===== config.mk =====
export PLATFORM = sky130hd
export DESIGN_NAME = sw_port_iface
export DESIGN_NICKNAME = d
export VERILOG_FILES = /design/src/rtl/sw_port_pkg.sv /design/src/rtl/sw_port_iface.sv
export SDC_FILE = /design/constraint.sdc
export NUM_CORES = 1
export LEC_CHECK = 0
export BUFFER_PORTS_ARGS = -buffer_cell sky130_fd_sc_hd__buf_2
export CORE_MARGIN = 1
export CORE_UTILIZATION = 49
export CTS_CLUSTER_DIAMETER = 60
export CTS_CLUSTER_SIZE = 12
export DETAILED_ROUTE_END_ITERATION = 10
export MAX_ROUTING_LAYER = met4
export PLACE_DENSITY = 0.75
export SLEW_MARGIN = 20
export SYNTH_ARGS = -nofsm -noshare
export SYNTH_HDL_FRONTEND = slang
export SYNTH_SLANG_ARGS = --single-unit

===== constraint.sdc =====
create_clock -name CLK_SYS -period 2.1 [get_ports CLK_SYS]
set_input_delay 0.42 -clock CLK_SYS [delete_from_list [all_inputs] [get_ports CLK_SYS]]
set_output_delay 0.42 -clock CLK_SYS [all_outputs]
set_load 0.05 [all_outputs]

===== src/rtl/sw_port_pkg.sv =====
// shared constants and carrier types for the switch-side port data interface
package sw_port_pkg;
    // ----------------------------------------------------------------
    // clock and timing
    // ----------------------------------------------------------------
    localparam int SYS_CLK_MHZ      = 250;
    localparam int REF_CLK_MHZ      = 50;
    localparam int REF_DIV          = SYS_CLK_MHZ / REF_CLK_MHZ;
    localparam int REF_HIGH_CYC     = 2;
    localparam int REF_LOSS_NS      = 100;
    localparam int REF_LOSS_CYC     = (REF_LOSS_NS * SYS_CLK_MHZ) / 1000;
    localparam int SLOW_HOLD_TICKS  = 10;
    localparam int SNI_BIT_TICKS    = 5;
    localparam int SNI_CLK_HIGH     = 2;

    // ----------------------------------------------------------------
    // register map (byte addresses)
    // ----------------------------------------------------------------
    localparam logic [7:0] CTRL_OFFSET   = 8'h00;
    localparam logic [7:0] STATUS_OFFSET = 8'h04;
    localparam logic [7:0] COUNT_OFFSET  = 8'h08;

    localparam int CTRL_SPEED100_BIT  = 0;
    localparam int CTRL_SERIAL_BIT    = 1;
    localparam int CTRL_HALF_DUP_BIT  = 2;
    localparam int CTRL_REF_OFF_BIT   = 3;
    localparam int CTRL_WIDTH         = 4;
    localparam logic [3:0] CTRL_RESET = 4'h1;

    localparam int STAT_CLOCK_MODE_BIT = 0;
    localparam int STAT_REF_OK_BIT     = 1;
    localparam int STAT_RUNNING_BIT    = 2;
    localparam int STAT_COLLISION_BIT  = 3;

    // ----------------------------------------------------------------
    // carriers
    // ----------------------------------------------------------------
    typedef struct packed {
        logic       valid;
        logic [1:0] data;
    } symbol_s;
endpackage : sw_port_pkg


===== src/rtl/sw_port_iface.sv =====
// switch-side reduced / serial port data interface with apb control
//
// Functional notes
// - reduced interface carries traffic at 10 or 100 Mbps
// - one 50 MHz reference times both directions, internal or external
// - clock mode drives the reference out on the receive-clock pin, the bit clock in serial mode
// - separate two-bit transmit and receive data paths
// - strap defaults to clock mode; device then sources the reference
// - strap low selects normal mode; reference taken on transmit-clock pin
// - normal mode: transmit-clock reference clocks chip, crystal ignored
// - phy-side reference input never becomes the whole-chip clock
// - normal mode: register can switch off the receive-clock output
// - status bit reports clock mode or normal mode
// - normal mode starts only once the external reference is present
// - mac-to-mac: device drives valid and data, takes enable and data
// - mac-to-phy: same pins, roles swapped by board wiring
// - no strap or register chooses mac or phy role
// - serial mode moves one bit per clock on bit 0
// - serial signals split into transmit and receive groups
// - half-duplex serial: collision output asserted on collision
// - transmit data qualified by enable; receive data flagged valid
//
// Register access over APB and the address map were decided locally.
`timescale 1ns/100ps
module sw_port_iface
    import sw_port_pkg::*;
(
    input  wire logic        CLK_SYS,
    input  wire logic        RST_N,
    input  wire logic        PSEL,
    input  wire logic        PENABLE,
    input  wire logic        PWRITE,
    input  wire logic [7:0]  PADDR,
    input  wire logic [31:0] PWDATA,
    output logic      [31:0] PRDATA,
    output logic             PREADY,
    output logic             PSLVERR,
    input  wire logic        CLOCK_MODE_STRAP,
    output logic             CORE_CLK_FROM_TX_PIN,
    input  wire logic        SW_TX_CLOCK_PIN,
    input  wire logic        SW_TX_ENABLE_PIN,
    input  wire logic [1:0]  SW_TX_DATA_PINS,
    output logic             SW_RX_CLOCK_PIN,
    output logic             SW_RX_CLOCK_OE,
    output logic             SW_CARRIER_VALID_PIN,
    output logic [1:0]       SW_RX_DATA_PINS,
    output logic             SW_COLLISION_PIN,
    output symbol_s          TX_SYMBOL,
    input  wire symbol_s     RX_SYMBOL,
    output logic             RX_READY
);
    // ----------------------------------------------------------------
    // strap capture
    // ----------------------------------------------------------------
    logic       clock_mode_reg;
    logic       strap_done_reg;
    logic [2:0] strap_sync;
    logic [1:0] strap_wait_reg;

    // strap latched once its three-stage synchroniser has filled
    always_ff @(posedge CLK_SYS or negedge RST_N) begin
        if (!RST_N) begin
            clock_mode_reg <= 1'b1;
            strap_done_reg <= 1'b0;
            strap_sync     <= 3'h7;
            strap_wait_reg <= 2'h0;
        end else begin
            strap_sync <= {strap_sync[1:0], CLOCK_MODE_STRAP};
            if (strap_wait_reg != 2'h3) begin
                strap_wait_reg <= strap_wait_reg + 2'h1;
            end else if (!strap_done_reg && strap_sync[1] == strap_sync[2]) begin
                clock_mode_reg <= strap_sync[2];
                strap_done_reg <= 1'b1;
            end
        end
    end

    // phy-side reference is deliberately never a candidate source
    always_ff @(posedge CLK_SYS or negedge RST_N) begin
        if (!RST_N) begin
            CORE_CLK_FROM_TX_PIN <= 1'b0;
        end else begin
            CORE_CLK_FROM_TX_PIN <= strap_done_reg & ~clock_mode_reg;
        end
    end

    // ----------------------------------------------------------------
    // pin synchronisers
    // ----------------------------------------------------------------
    // bit 3 ref clock, bit 2 enable, bits 1:0 data
    logic [3:0] pin_s1;
    logic [3:0] pin_s2;
    logic [3:0] pin_s3;
    logic [3:0] pin_filt;
    logic [3:0] agree;

    assign agree = ~(pin_s2 ^ pin_s3);

    always_ff @(posedge CLK_SYS or negedge RST_N) begin
        if (!RST_N) begin
            pin_s1   <= 4'h0;
            pin_s2   <= 4'h0;
            pin_s3   <= 4'h0;
            pin_filt <= 4'h0;
        end else begin
            pin_s1   <= {SW_TX_CLOCK_PIN, SW_TX_ENABLE_PIN, SW_TX_DATA_PINS};
            pin_s2   <= pin_s1;
            pin_s3   <= pin_s2;
            pin_filt <= (pin_filt & ~agree) | (pin_s3 & agree);
        end
    end

    logic ref_in_d;
    logic ext_edge;

    always_ff @(posedge CLK_SYS or negedge RST_N) begin
        if (!RST_N) begin
            ref_in_d <= 1'b0;
        end else begin
            ref_in_d <= pin_filt[3];
        end
    end

    assign ext_edge = pin_filt[3] & ~ref_in_d;

    // ----------------------------------------------------------------
    // reference generation and presence
    // ----------------------------------------------------------------
    logic [2:0] div_reg;
    logic       int_tick;
    logic       ref_tick;

    always_ff @(posedge CLK_SYS or negedge RST_N) begin
        if (!RST_N) begin
            div_reg <= 3'h0;
        end else if (div_reg == 3'(REF_DIV - 1)) begin
            div_reg <= 3'h0;
        end else begin
            div_reg <= div_reg + 3'h1;
        end
    end

    assign int_tick = (div_reg == 3'h0);
    // normal mode times everything from the transmit-clock pin
    assign ref_tick = clock_mode_reg ? int_tick : ext_edge;

    logic [4:0] loss_reg;
    logic       ref_ok_reg;
    logic       running;

    always_ff @(posedge CLK_SYS or negedge RST_N) begin
        if (!RST_N) begin
            loss_reg   <= 5'h0;
            ref_ok_reg <= 1'b0;
        end else if (ext_edge) begin
            loss_reg   <= 5'h0;
            ref_ok_reg <= 1'b1;
        end else if (loss_reg == 5'(REF_LOSS_CYC)) begin
            ref_ok_reg <= 1'b0;
        end else begin
            loss_reg <= loss_reg + 5'h1;
        end
    end

    assign running = strap_done_reg & (clock_mode_reg | ref_ok_reg);

    // ----------------------------------------------------------------
    // control register
    // ----------------------------------------------------------------
    logic [CTRL_WIDTH-1:0] ctrl_reg;
    logic                  speed100;
    logic                  serial_mode;
    logic                  half_duplex;
    logic                  ref_off;
    logic                  apb_setup;
    logic                  apb_write;
    logic                  addr_ok;

    assign speed100    = ctrl_reg[CTRL_SPEED100_BIT];
    assign serial_mode = ctrl_reg[CTRL_SERIAL_BIT];
    assign half_duplex = ctrl_reg[CTRL_HALF_DUP_BIT];
    assign ref_off     = ctrl_reg[CTRL_REF_OFF_BIT];
    assign apb_setup   = PSEL & ~PENABLE;
    assign apb_write   = PSEL & PENABLE & PWRITE & addr_ok;
    assign addr_ok     = (PADDR == CTRL_OFFSET) | (PADDR == STATUS_OFFSET)
                       | (PADDR == COUNT_OFFSET);

    // speed and mode selection by software
    always_ff @(posedge CLK_SYS or negedge RST_N) begin
        if (!RST_N) begin
            ctrl_reg <= CTRL_RESET;
        end else if (apb_write && PADDR == CTRL_OFFSET) begin
            ctrl_reg <= PWDATA[CTRL_WIDTH-1:0];
        end
    end

    // ----------------------------------------------------------------
    // symbol timing
    // ----------------------------------------------------------------
    logic [3:0] sym_cnt_reg;
    logic [3:0] sym_last;
    logic       sym_stb;

    // ten reference clocks per symbol at 10 Mbps
    // one serial bit per bit clock
    always_comb begin
        if (serial_mode) begin
            sym_last = 4'(SNI_BIT_TICKS - 1);
        end else if (speed100) begin
            sym_last = 4'h0;
        end else begin
            sym_last = 4'(SLOW_HOLD_TICKS - 1);
        end
    end

    always_ff @(posedge CLK_SYS or negedge RST_N) begin
        if (!RST_N) begin
            sym_cnt_reg <= 4'h0;
        end else if (!running) begin
            sym_cnt_reg <= 4'h0;
        end else if (ref_tick) begin
            sym_cnt_reg <= (sym_cnt_reg >= sym_last) ? 4'h0 : sym_cnt_reg + 4'h1;
        end
    end

    assign sym_stb  = running & ref_tick & (sym_cnt_reg == 4'h0);
    assign RX_READY = sym_stb;

    // ----------------------------------------------------------------
    // receive-clock pin
    // ----------------------------------------------------------------
    // serial mode drives the bit clock; clock mode otherwise drives reference out; normal mode may disable it
    always_ff @(posedge CLK_SYS or negedge RST_N) begin
        if (!RST_N) begin
            SW_RX_CLOCK_PIN <= 1'b0;
            SW_RX_CLOCK_OE  <= 1'b0;
        end else begin
            SW_RX_CLOCK_OE <= strap_done_reg & (clock_mode_reg | ~ref_off);
            if (serial_mode) begin
                SW_RX_CLOCK_PIN <= running & (sym_cnt_reg < 4'(SNI_CLK_HIGH));
            end else if (clock_mode_reg) begin
                SW_RX_CLOCK_PIN <= (div_reg < 3'(REF_HIGH_CYC));
            end else begin
                SW_RX_CLOCK_PIN <= pin_filt[3];
            end
        end
    end

    // ----------------------------------------------------------------
    // data paths
    // ----------------------------------------------------------------
    // fixed pin roles; board wiring sets mac or phy role
    // inbound symbol taken on strobe, qualified by enable
    always_ff @(posedge CLK_SYS or negedge RST_N) begin
        if (!RST_N) begin
            TX_SYMBOL <= '0;
        end else begin
            TX_SYMBOL.valid <= sym_stb & pin_filt[2];
            if (sym_stb) begin
                TX_SYMBOL.data <= serial_mode ? {1'b0, pin_filt[0]} : pin_filt[1:0];
            end
        end
    end

    // serial data uses bit 0 only
    always_ff @(posedge CLK_SYS or negedge RST_N) begin
        if (!RST_N) begin
            SW_CARRIER_VALID_PIN <= 1'b0;
            SW_RX_DATA_PINS      <= 2'h0;
        end else if (!running) begin
            SW_CARRIER_VALID_PIN <= 1'b0;
            SW_RX_DATA_PINS      <= 2'h0;
        end else if (sym_stb) begin
            SW_CARRIER_VALID_PIN <= RX_SYMBOL.valid;
            SW_RX_DATA_PINS      <= RX_SYMBOL.valid ?
                                    {RX_SYMBOL.data[1] & ~serial_mode, RX_SYMBOL.data[0]} :
                                    2'h0;
        end else if (serial_mode) begin
            // a switch into serial mode must not leave a stale bit 1 from a two-bit symbol
            SW_RX_DATA_PINS[1]   <= 1'b0;
        end
    end

    // collision while transmitting in half-duplex serial mode
    always_ff @(posedge CLK_SYS or negedge RST_N) begin
        if (!RST_N) begin
            SW_COLLISION_PIN <= 1'b0;
        end else begin
            SW_COLLISION_PIN <= serial_mode & half_duplex
                              & SW_CARRIER_VALID_PIN & pin_filt[2];
        end
    end

    logic [15:0] sym_count_reg;

    always_ff @(posedge CLK_SYS or negedge RST_N) begin
        if (!RST_N) begin
            sym_count_reg <= 16'h0;
        end else if (sym_stb && pin_filt[2]) begin
            sym_count_reg <= sym_count_reg + 16'h1;
        end
    end

    // ----------------------------------------------------------------
    // apb read side
    // ----------------------------------------------------------------
    // zero wait states: read data is prepared in the setup cycle
    assign PREADY  = 1'b1;
    assign PSLVERR = PSEL & PENABLE & ~addr_ok;

    always_ff @(posedge CLK_SYS or negedge RST_N) begin
        if (!RST_N) begin
            PRDATA <= 32'h0;
        end else if (apb_setup) begin
            case (PADDR)
                CTRL_OFFSET:   PRDATA <= {28'h0, ctrl_reg};
                STATUS_OFFSET: PRDATA <= {28'h0, SW_COLLISION_PIN, running,
                                          ref_ok_reg, clock_mode_reg};
                COUNT_OFFSET:  PRDATA <= {16'h0, sym_count_reg};
                default:       PRDATA <= 32'h0;
            endcase
        end
    end

    // ----------------------------------------------------------------
    // assertions
    // ----------------------------------------------------------------
    a_ref_divider: assert property (
        @(posedge CLK_SYS) disable iff (!RST_N)
        (clock_mode_reg && int_tick) |=> !int_tick [*4] ##1 int_tick)
        else $error("internal reference period wrong");

    a_ref_out_enable: assert property (
        @(posedge CLK_SYS) disable iff (!RST_N)
        (strap_done_reg && !clock_mode_reg && ref_off) |=> !SW_RX_CLOCK_OE)
        else $error("reference output not disabled");

    a_clock_mode_out: assert property (
        @(posedge CLK_SYS) disable iff (!RST_N)
        (strap_done_reg && clock_mode_reg) |=> SW_RX_CLOCK_OE)
        else $error("reference output missing in clock mode");

    a_wait_for_ref: assert property (
        @(posedge CLK_SYS) disable iff (!RST_N)
        (!clock_mode_reg && !ref_ok_reg) |=> !TX_SYMBOL.valid)
        else $error("traffic before reference present");

    a_slow_hold: assert property (
        @(posedge CLK_SYS) disable iff (!RST_N)
        (sym_stb && clock_mode_reg && !speed100 && !serial_mode)
            |=> !sym_stb [*8])
        else $error("slow symbol not held");

    a_collision_out: assert property (
        @(posedge CLK_SYS) disable iff (!RST_N)
        (serial_mode && half_duplex && SW_CARRIER_VALID_PIN && pin_filt[2])
            |=> SW_COLLISION_PIN)
        else $error("collision not flagged");

    a_status_mode: assert property (
        @(posedge CLK_SYS) disable iff (!RST_N)
        (apb_setup && PADDR == STATUS_OFFSET)
            |=> PRDATA[STAT_CLOCK_MODE_BIT] == clock_mode_reg)
        else $error("status mode bit wrong");

    a_core_source: assert property (
        @(posedge CLK_SYS) disable iff (!RST_N)
        strap_done_reg |=> CORE_CLK_FROM_TX_PIN == !clock_mode_reg)
        else $error("core clock source wrong");

    a_serial_bit0: assert property (
        @(posedge CLK_SYS) disable iff (!RST_N)
        serial_mode && $stable(serial_mode) |-> !SW_RX_DATA_PINS[1])
        else $error("serial data off bit 0");

    a_rx_capture: assert property (
        @(posedge CLK_SYS) disable iff (!RST_N)
        (sym_stb && pin_filt[2]) |=> TX_SYMBOL.valid)
        else $error("qualified symbol lost");

endmodule : sw_port_iface


======== Word-level counts from Yosys, hierarchy flattened ========
Cells that the tools add are included.
word-level totals
  latch bits .............................. 0
  memories ................................ 0
  logic and storage cells ................. 108
  register bits after elaboration ......... 99
  output and inout bits ................... 45
  memory bits (writable) .................. 0
  ROM bits ................................ 0
cells by class
  multiplexer cells ....................... 22
  $add $sub $neg .......................... 5
  div/mod/pow operators ................... 0
  bitwise operators ....................... 34
  $mul .................................... 0
  magnitude comparators ................... 3
  equality and inequality tests ........... 10
  reductions and logical operators ........ 9
  shift-type cells ........................ 0
operators by type and width
  operator                                                     number
  one-hot mux 16 bit (3 select lines)                          1
  two-way mux 4 bit                                            5
  bitwise AND 1 bit                                            17
  adder 16 x 1 -> 16 bit (second input constant)               1
  two-way mux 1 bit                                            10
  two-way mux 5 bit                                            2
  bitwise AND 4 bit                                            2
  == test 8 x 3 -> 1 bit (second input constant)               1
  == test 8 x 4 -> 1 bit (second input constant)               1
  zero test 8 bit                                              1
  inverter 4 bit                                               2
  inverter 1 bit                                               7
  two-way mux 2 bit                                            3
  != test 2 bit (second input constant)                        3
  adder 5 x 1 -> 5 bit (second input constant)                 1
  == test 5 bit (second input constant)                        1
  adder 4 x 1 -> 4 bit (second input constant)                 1
  greater-or-equal comparator 4 bit                            1
  zero test 4 bit                                              1
  less-than comparator 4 x 2 -> 1 bit (second input constant)  1
  bitwise OR 1 bit                                             4
  bitwise OR 4 bit                                             1
  bitwise XOR 4 bit                                            1
  adder 3 x 1 -> 3 bit (second input constant)                 1
  12 further kinds                                             14

======== Logic depth before layout (Yosys ltp) ========
  depth after elaboration ................. 7
  gate-level depth with buffers ........... 8
  gate-level depth less buffers ........... 7

======== Worst setup path before layout ========
OpenSTA, ideal clock, no wires.
  path kind ............................... input to output
  start point ............................. in PADDR[2]
  end point ............................... out PSLVERR
  path slack .............................. 0.073 ns
  required time ........................... 1.680 ns
  arrival time ............................ 1.607 ns
  stages .................................. 3
  path through ............................ clkbuf_1 > a21oi_1 > nor2_1
between the ends
  cells in the longest elaborated chain, start to end .. 5
  elaborated cells between the ends (all ways) .. 7
  those cells by class .................... 2 x eq/ne; 4 x bitwise; 1 x reduce/logical
RTL lines
  item                                                              RTL line              source
  start, declared                                                   sw_port_iface.sv:33   input wire logic [7:0] PADDR,
  == test 8 x 3 -> 1 bit / zero test 8 bit (equally long branches)  sw_port_iface.sv:185  assign addr_ok = (PADDR == CTRL_OFFSET) | (PADDR == STATUS_OFFSET)
  bitwise OR 1 bit                                                  sw_port_iface.sv:185
  bitwise OR 1 bit (*)                                              sw_port_iface.sv:186  | (PADDR == COUNT_OFFSET);
  inverter 1 bit (*)                                                sw_port_iface.sv:309  assign PSLVERR = PSEL & PENABLE & ~addr_ok;
  bitwise AND 1 bit (*)                                             sw_port_iface.sv:309
  end, declared                                                     sw_port_iface.sv:37   output logic PSLVERR,
Mark *: on every way between the ends. The rest lies on a longest branch, timed or not.

======== Final worst setup path ========
  start point ............................. reg clock_mode_reg
  end point ............................... out RX_READY
between the ends
  cells in the longest elaborated chain, start to end .. 4
  elaborated cells between the ends (all ways) .. 5
  those cells by class .................... 1 x mux; 4 x bitwise
RTL lines
  item                                RTL line              source
  start, declared                     sw_port_iface.sv:55   logic clock_mode_reg;
  start signal, assigned              sw_port_iface.sv:72   clock_mode_reg <= strap_sync[2];
  bitwise OR 1 bit                    sw_port_iface.sv:165  assign running = strap_done_reg & (clock_mode_reg | ref_ok_reg);
  bitwise AND 1 bit                   sw_port_iface.sv:165
  bitwise AND 1 bit (*) (2 in a row)  sw_port_iface.sv:226  assign sym_stb = running & ref_tick & (sym_cnt_reg == 4'h0);
  end, declared                       sw_port_iface.sv:50   output logic RX_READY
Marks and branches as above.

==> flow_summary_export.csv <==
group,metric,value,unit
power,p_per_area,973,nW/um^2
synthesis,synth_cell_types,47,
worst_setup_path,crit_chain,"and3b_2 > o211ai_2 > inv_1 > buf_6",
power,p_comb_share,22.0,%
placed_design,place_hpwl,4560,um
clocking,path_clk_slew,0.08,ns
floorplanning,core_area,7210,sq um
detailed_routing,vias,2481,
power,p_switching,1.30,mW
grt,grt_use_total,19.1,%
grt,gr-total-overflow,0,
sta,hold_viol_final,0,
worst_setup_path,cp_max_fo,9,
floorplanning,io_pins,98,
sta,rsz0062_at_grt,"false",
sta,fin_ws,0.0697,ns
synthesis,ys_warn_count,0,
synthesis,syn_avg_cell_area,11.8,sq um
synthesis,synth_top_cell_by_area,"dfrtp_1",
sta,fin_skew,0.00886,ns
detailed_routing,drt-total-wl,6520,um
worst_setup_path,crit_required,1.68,ns
worst_setup_path,path_buf_inv,2,
final_layout,area_growth,18.5,%
power,ir_worst_vdd,0.000819,V
sta,setup_viol,0,
worst_setup_path,slowest_delay,0.65,ns
clocking,insertion_delay,0.34,ns
sta,max_freq,0.493,GHz
placed_design,place.gp.congestion,0.889,
power,leakagePower,2.10,nW
sta,worst_pin_slew,0.502,ns
sta,timing.final.crit_share,96.7,%
job,cap_violations,0,
clocking,cts_buffers,9,
placed_design,placed_cell_area,3980,sq um
power,p_int,2.90,mW
grt,grt_max_degree,40,
floorplanning,die_area,7780,sq um
synthesis,synth_area,3640,sq um
synthesis,synth_top_area_share,53.6,%
detailed_routing,drc_errors,0,
detailed_routing,firstDrtPassIters,4,
synthesis,synth_edf_count,0,
worst_setup_path,start_kind,"flip-flop",
clocking,cts_root_buf,"clkbuf_8",
worst_setup_path,critPathArrivalTime,1.61,ns
sta,fin_setup_tns,0,ns
final_layout,antenna_cells,0,
final_layout,num-nets-final,442,
sta,maxSlewHeadroom,66.3,%
grt,antenna_found_initial,0,
placed_design,dp_slack,0.114,ns
detailed_routing,drt-wirelength-per-cell,13.5,um
placed_design,port_buffers,52,
floorplanning,fp.dieW,88.2,um
floorplanning,rows,31,
synthesis,syn_inst,309,
grt,first_global_vias,2339,
synthesis,ys_async_sr_fraction,100,%
synthesis,yosys_register_bits,83,
floorplanning,start_util,50.5,%
clocking,cts_buffer_depth,2,
synthesis,synth_area_leaders,"dfrtp_1 (54%), ha_1 (3.8%), buf_4 (3.7%)",
synthesis,synth_ff_type,"dfrtp_1",
final_layout,final_common_cell,"dfrtp_1",
sta,period_minus_slack,2.03,ns
final_layout,final_area,4320,sq um
worst_setup_path,crit_path_end_kind,"output port",
power,power_frac_seq,46.0,%
hold_path,hold_path.class,"in2reg",
detailed_routing,drt_iter0_drc,94,
worst_setup_path,crit_family,"flip-flops",
floorplanning,fp.dieH,88.2,um
power,clkPwrFrac,32.1,%
detailed_routing,via_per_inst,5.15,
worst_setup_path,slowest_stage,"dfstp_2",
sta,drv_slew,0,
synthesis,ys_seq_area_share,57.2,%
power,p_total,4.20,mW
final_layout,layout_common_cells,"dfrtp_1 (78), buf_2 (50), nand2_1 (21)",
final_layout,drive_above_1_share,28.7,%
power,netSwitchingFraction,31.0,%
grt,grt_pass1_wl,10800,um
sta,holdWs,0.168,ns
clocking,cts_tree,"yes",
clocking,cts_sinks,83,
clocking,htree_levels,3,
detailed_routing,postRouteAntennaNets,0,
worst_setup_path,crit_type,"reg2out",
status,status,"completed",
## cells by family after synthesis
kind of cell             share of synthesized area, %
XOR/XNOR                                         5.05
AND/OR/NAND/NOR                                  14.0
flip-flops                                       57.2
multiplexers                                     3.23
AO/OA/AOI/OAI                                    9.03
buffers and inverters                            6.46
other                                           0.206
adder cells (fa/ha/maj)                          4.88
## layer usage
layer  vias to the layer above  part of all wire [%]  GRT usage [%]
li1                       1185                     -              -
met1                      1217                    45           24.7
met2                        74                    49           29.8
met3                         5                   4.8           4.29
met4                         0                   1.0           6.60
met5                         -                     0              -
## power by group through the flow
stage	clock network (mW)	logic (mW)	registers [mW]
after floorplan	0	0.499	2.09
after global placement	0	0.813	1.95
after detailed placement	0	0.838	1.96
after CTS	1.38	0.864	1.93
after global routing	1.43	1.02	1.96
final	1.35	0.923	1.93
## Yosys cell counts, drive strengths merged, types with 3 or more instances
master / instances
a21oi: 11
a22o: 12
buf: 22
clkbuf: 4
dfrtp: 78
dfstp: 5
ha: 11
inv: 16
maj3: 4
mux2: 6
mux2i: 5
nand2: 21
nand2b: 3
nand3: 17
nand4: 7
nand4b: 3
nor2: 16
nor3: 5
nor4: 5
o21ai: 10
xnor2: 12
xor2: 9
## layout make-up
class / instances / area [sq um]
inverters: 16 / 60.1
clock inverters: 6 / 114
clock buffers: 10 / 128
repair buffers: 69 / 412
well taps: 99 / 124
flip-flops and latches: 83 / 2080
multi-input cells: 199 / 1400
fillers: 613 / 2900
## worst register-to-register path, cell delays in order, from the launching register on
cell,delay (ns)
dfstp_2,0.65
and3b_2,0.25
buf_4,0.14
o2111ai_4,0.20
nor4_1,0.42
xor2_1,0.17
## per-stage QoR
step	util, %	instances
global route	59.9	482
global placement	55.1	456
detailed placement	55.1	456
floorplan	-	324
finish	59.9	482
CTS	59.1	477
## repair_timing
item | in CTS | in global routing
buffers inserted | 4 | 5
endpoints found under the setup margin | 1 | 1
hold buffers | 1 | 0
pin swaps | 1 | 2
cloned | 0 | 0
gates resized for setup | 2 | 6
hold endpoints to repair | 17 | 0
## final timing paths
check | end | slack [ns] | startpoint | cells after the start
setup / recovery | RX_READY | 0.07 | clock_mode_reg | 4
hold / removal | strap_sync[0] | 0.17 | CLOCK_MODE_STRAP | 1
setup reg to reg | sym_count_reg[13] | 0.21 | clock_mode_reg | 5
hold reg to reg | pin_s2[3] | 0.35 | pin_s1[3] | 0
max in group asynchronous | ctrl_reg[0] | 0.94 | RST_N | 3
min in group asynchronous | PRDATA[10] | 0.49 | RST_N | 2
Note: power is estimated with default switching activity, not from simulation.
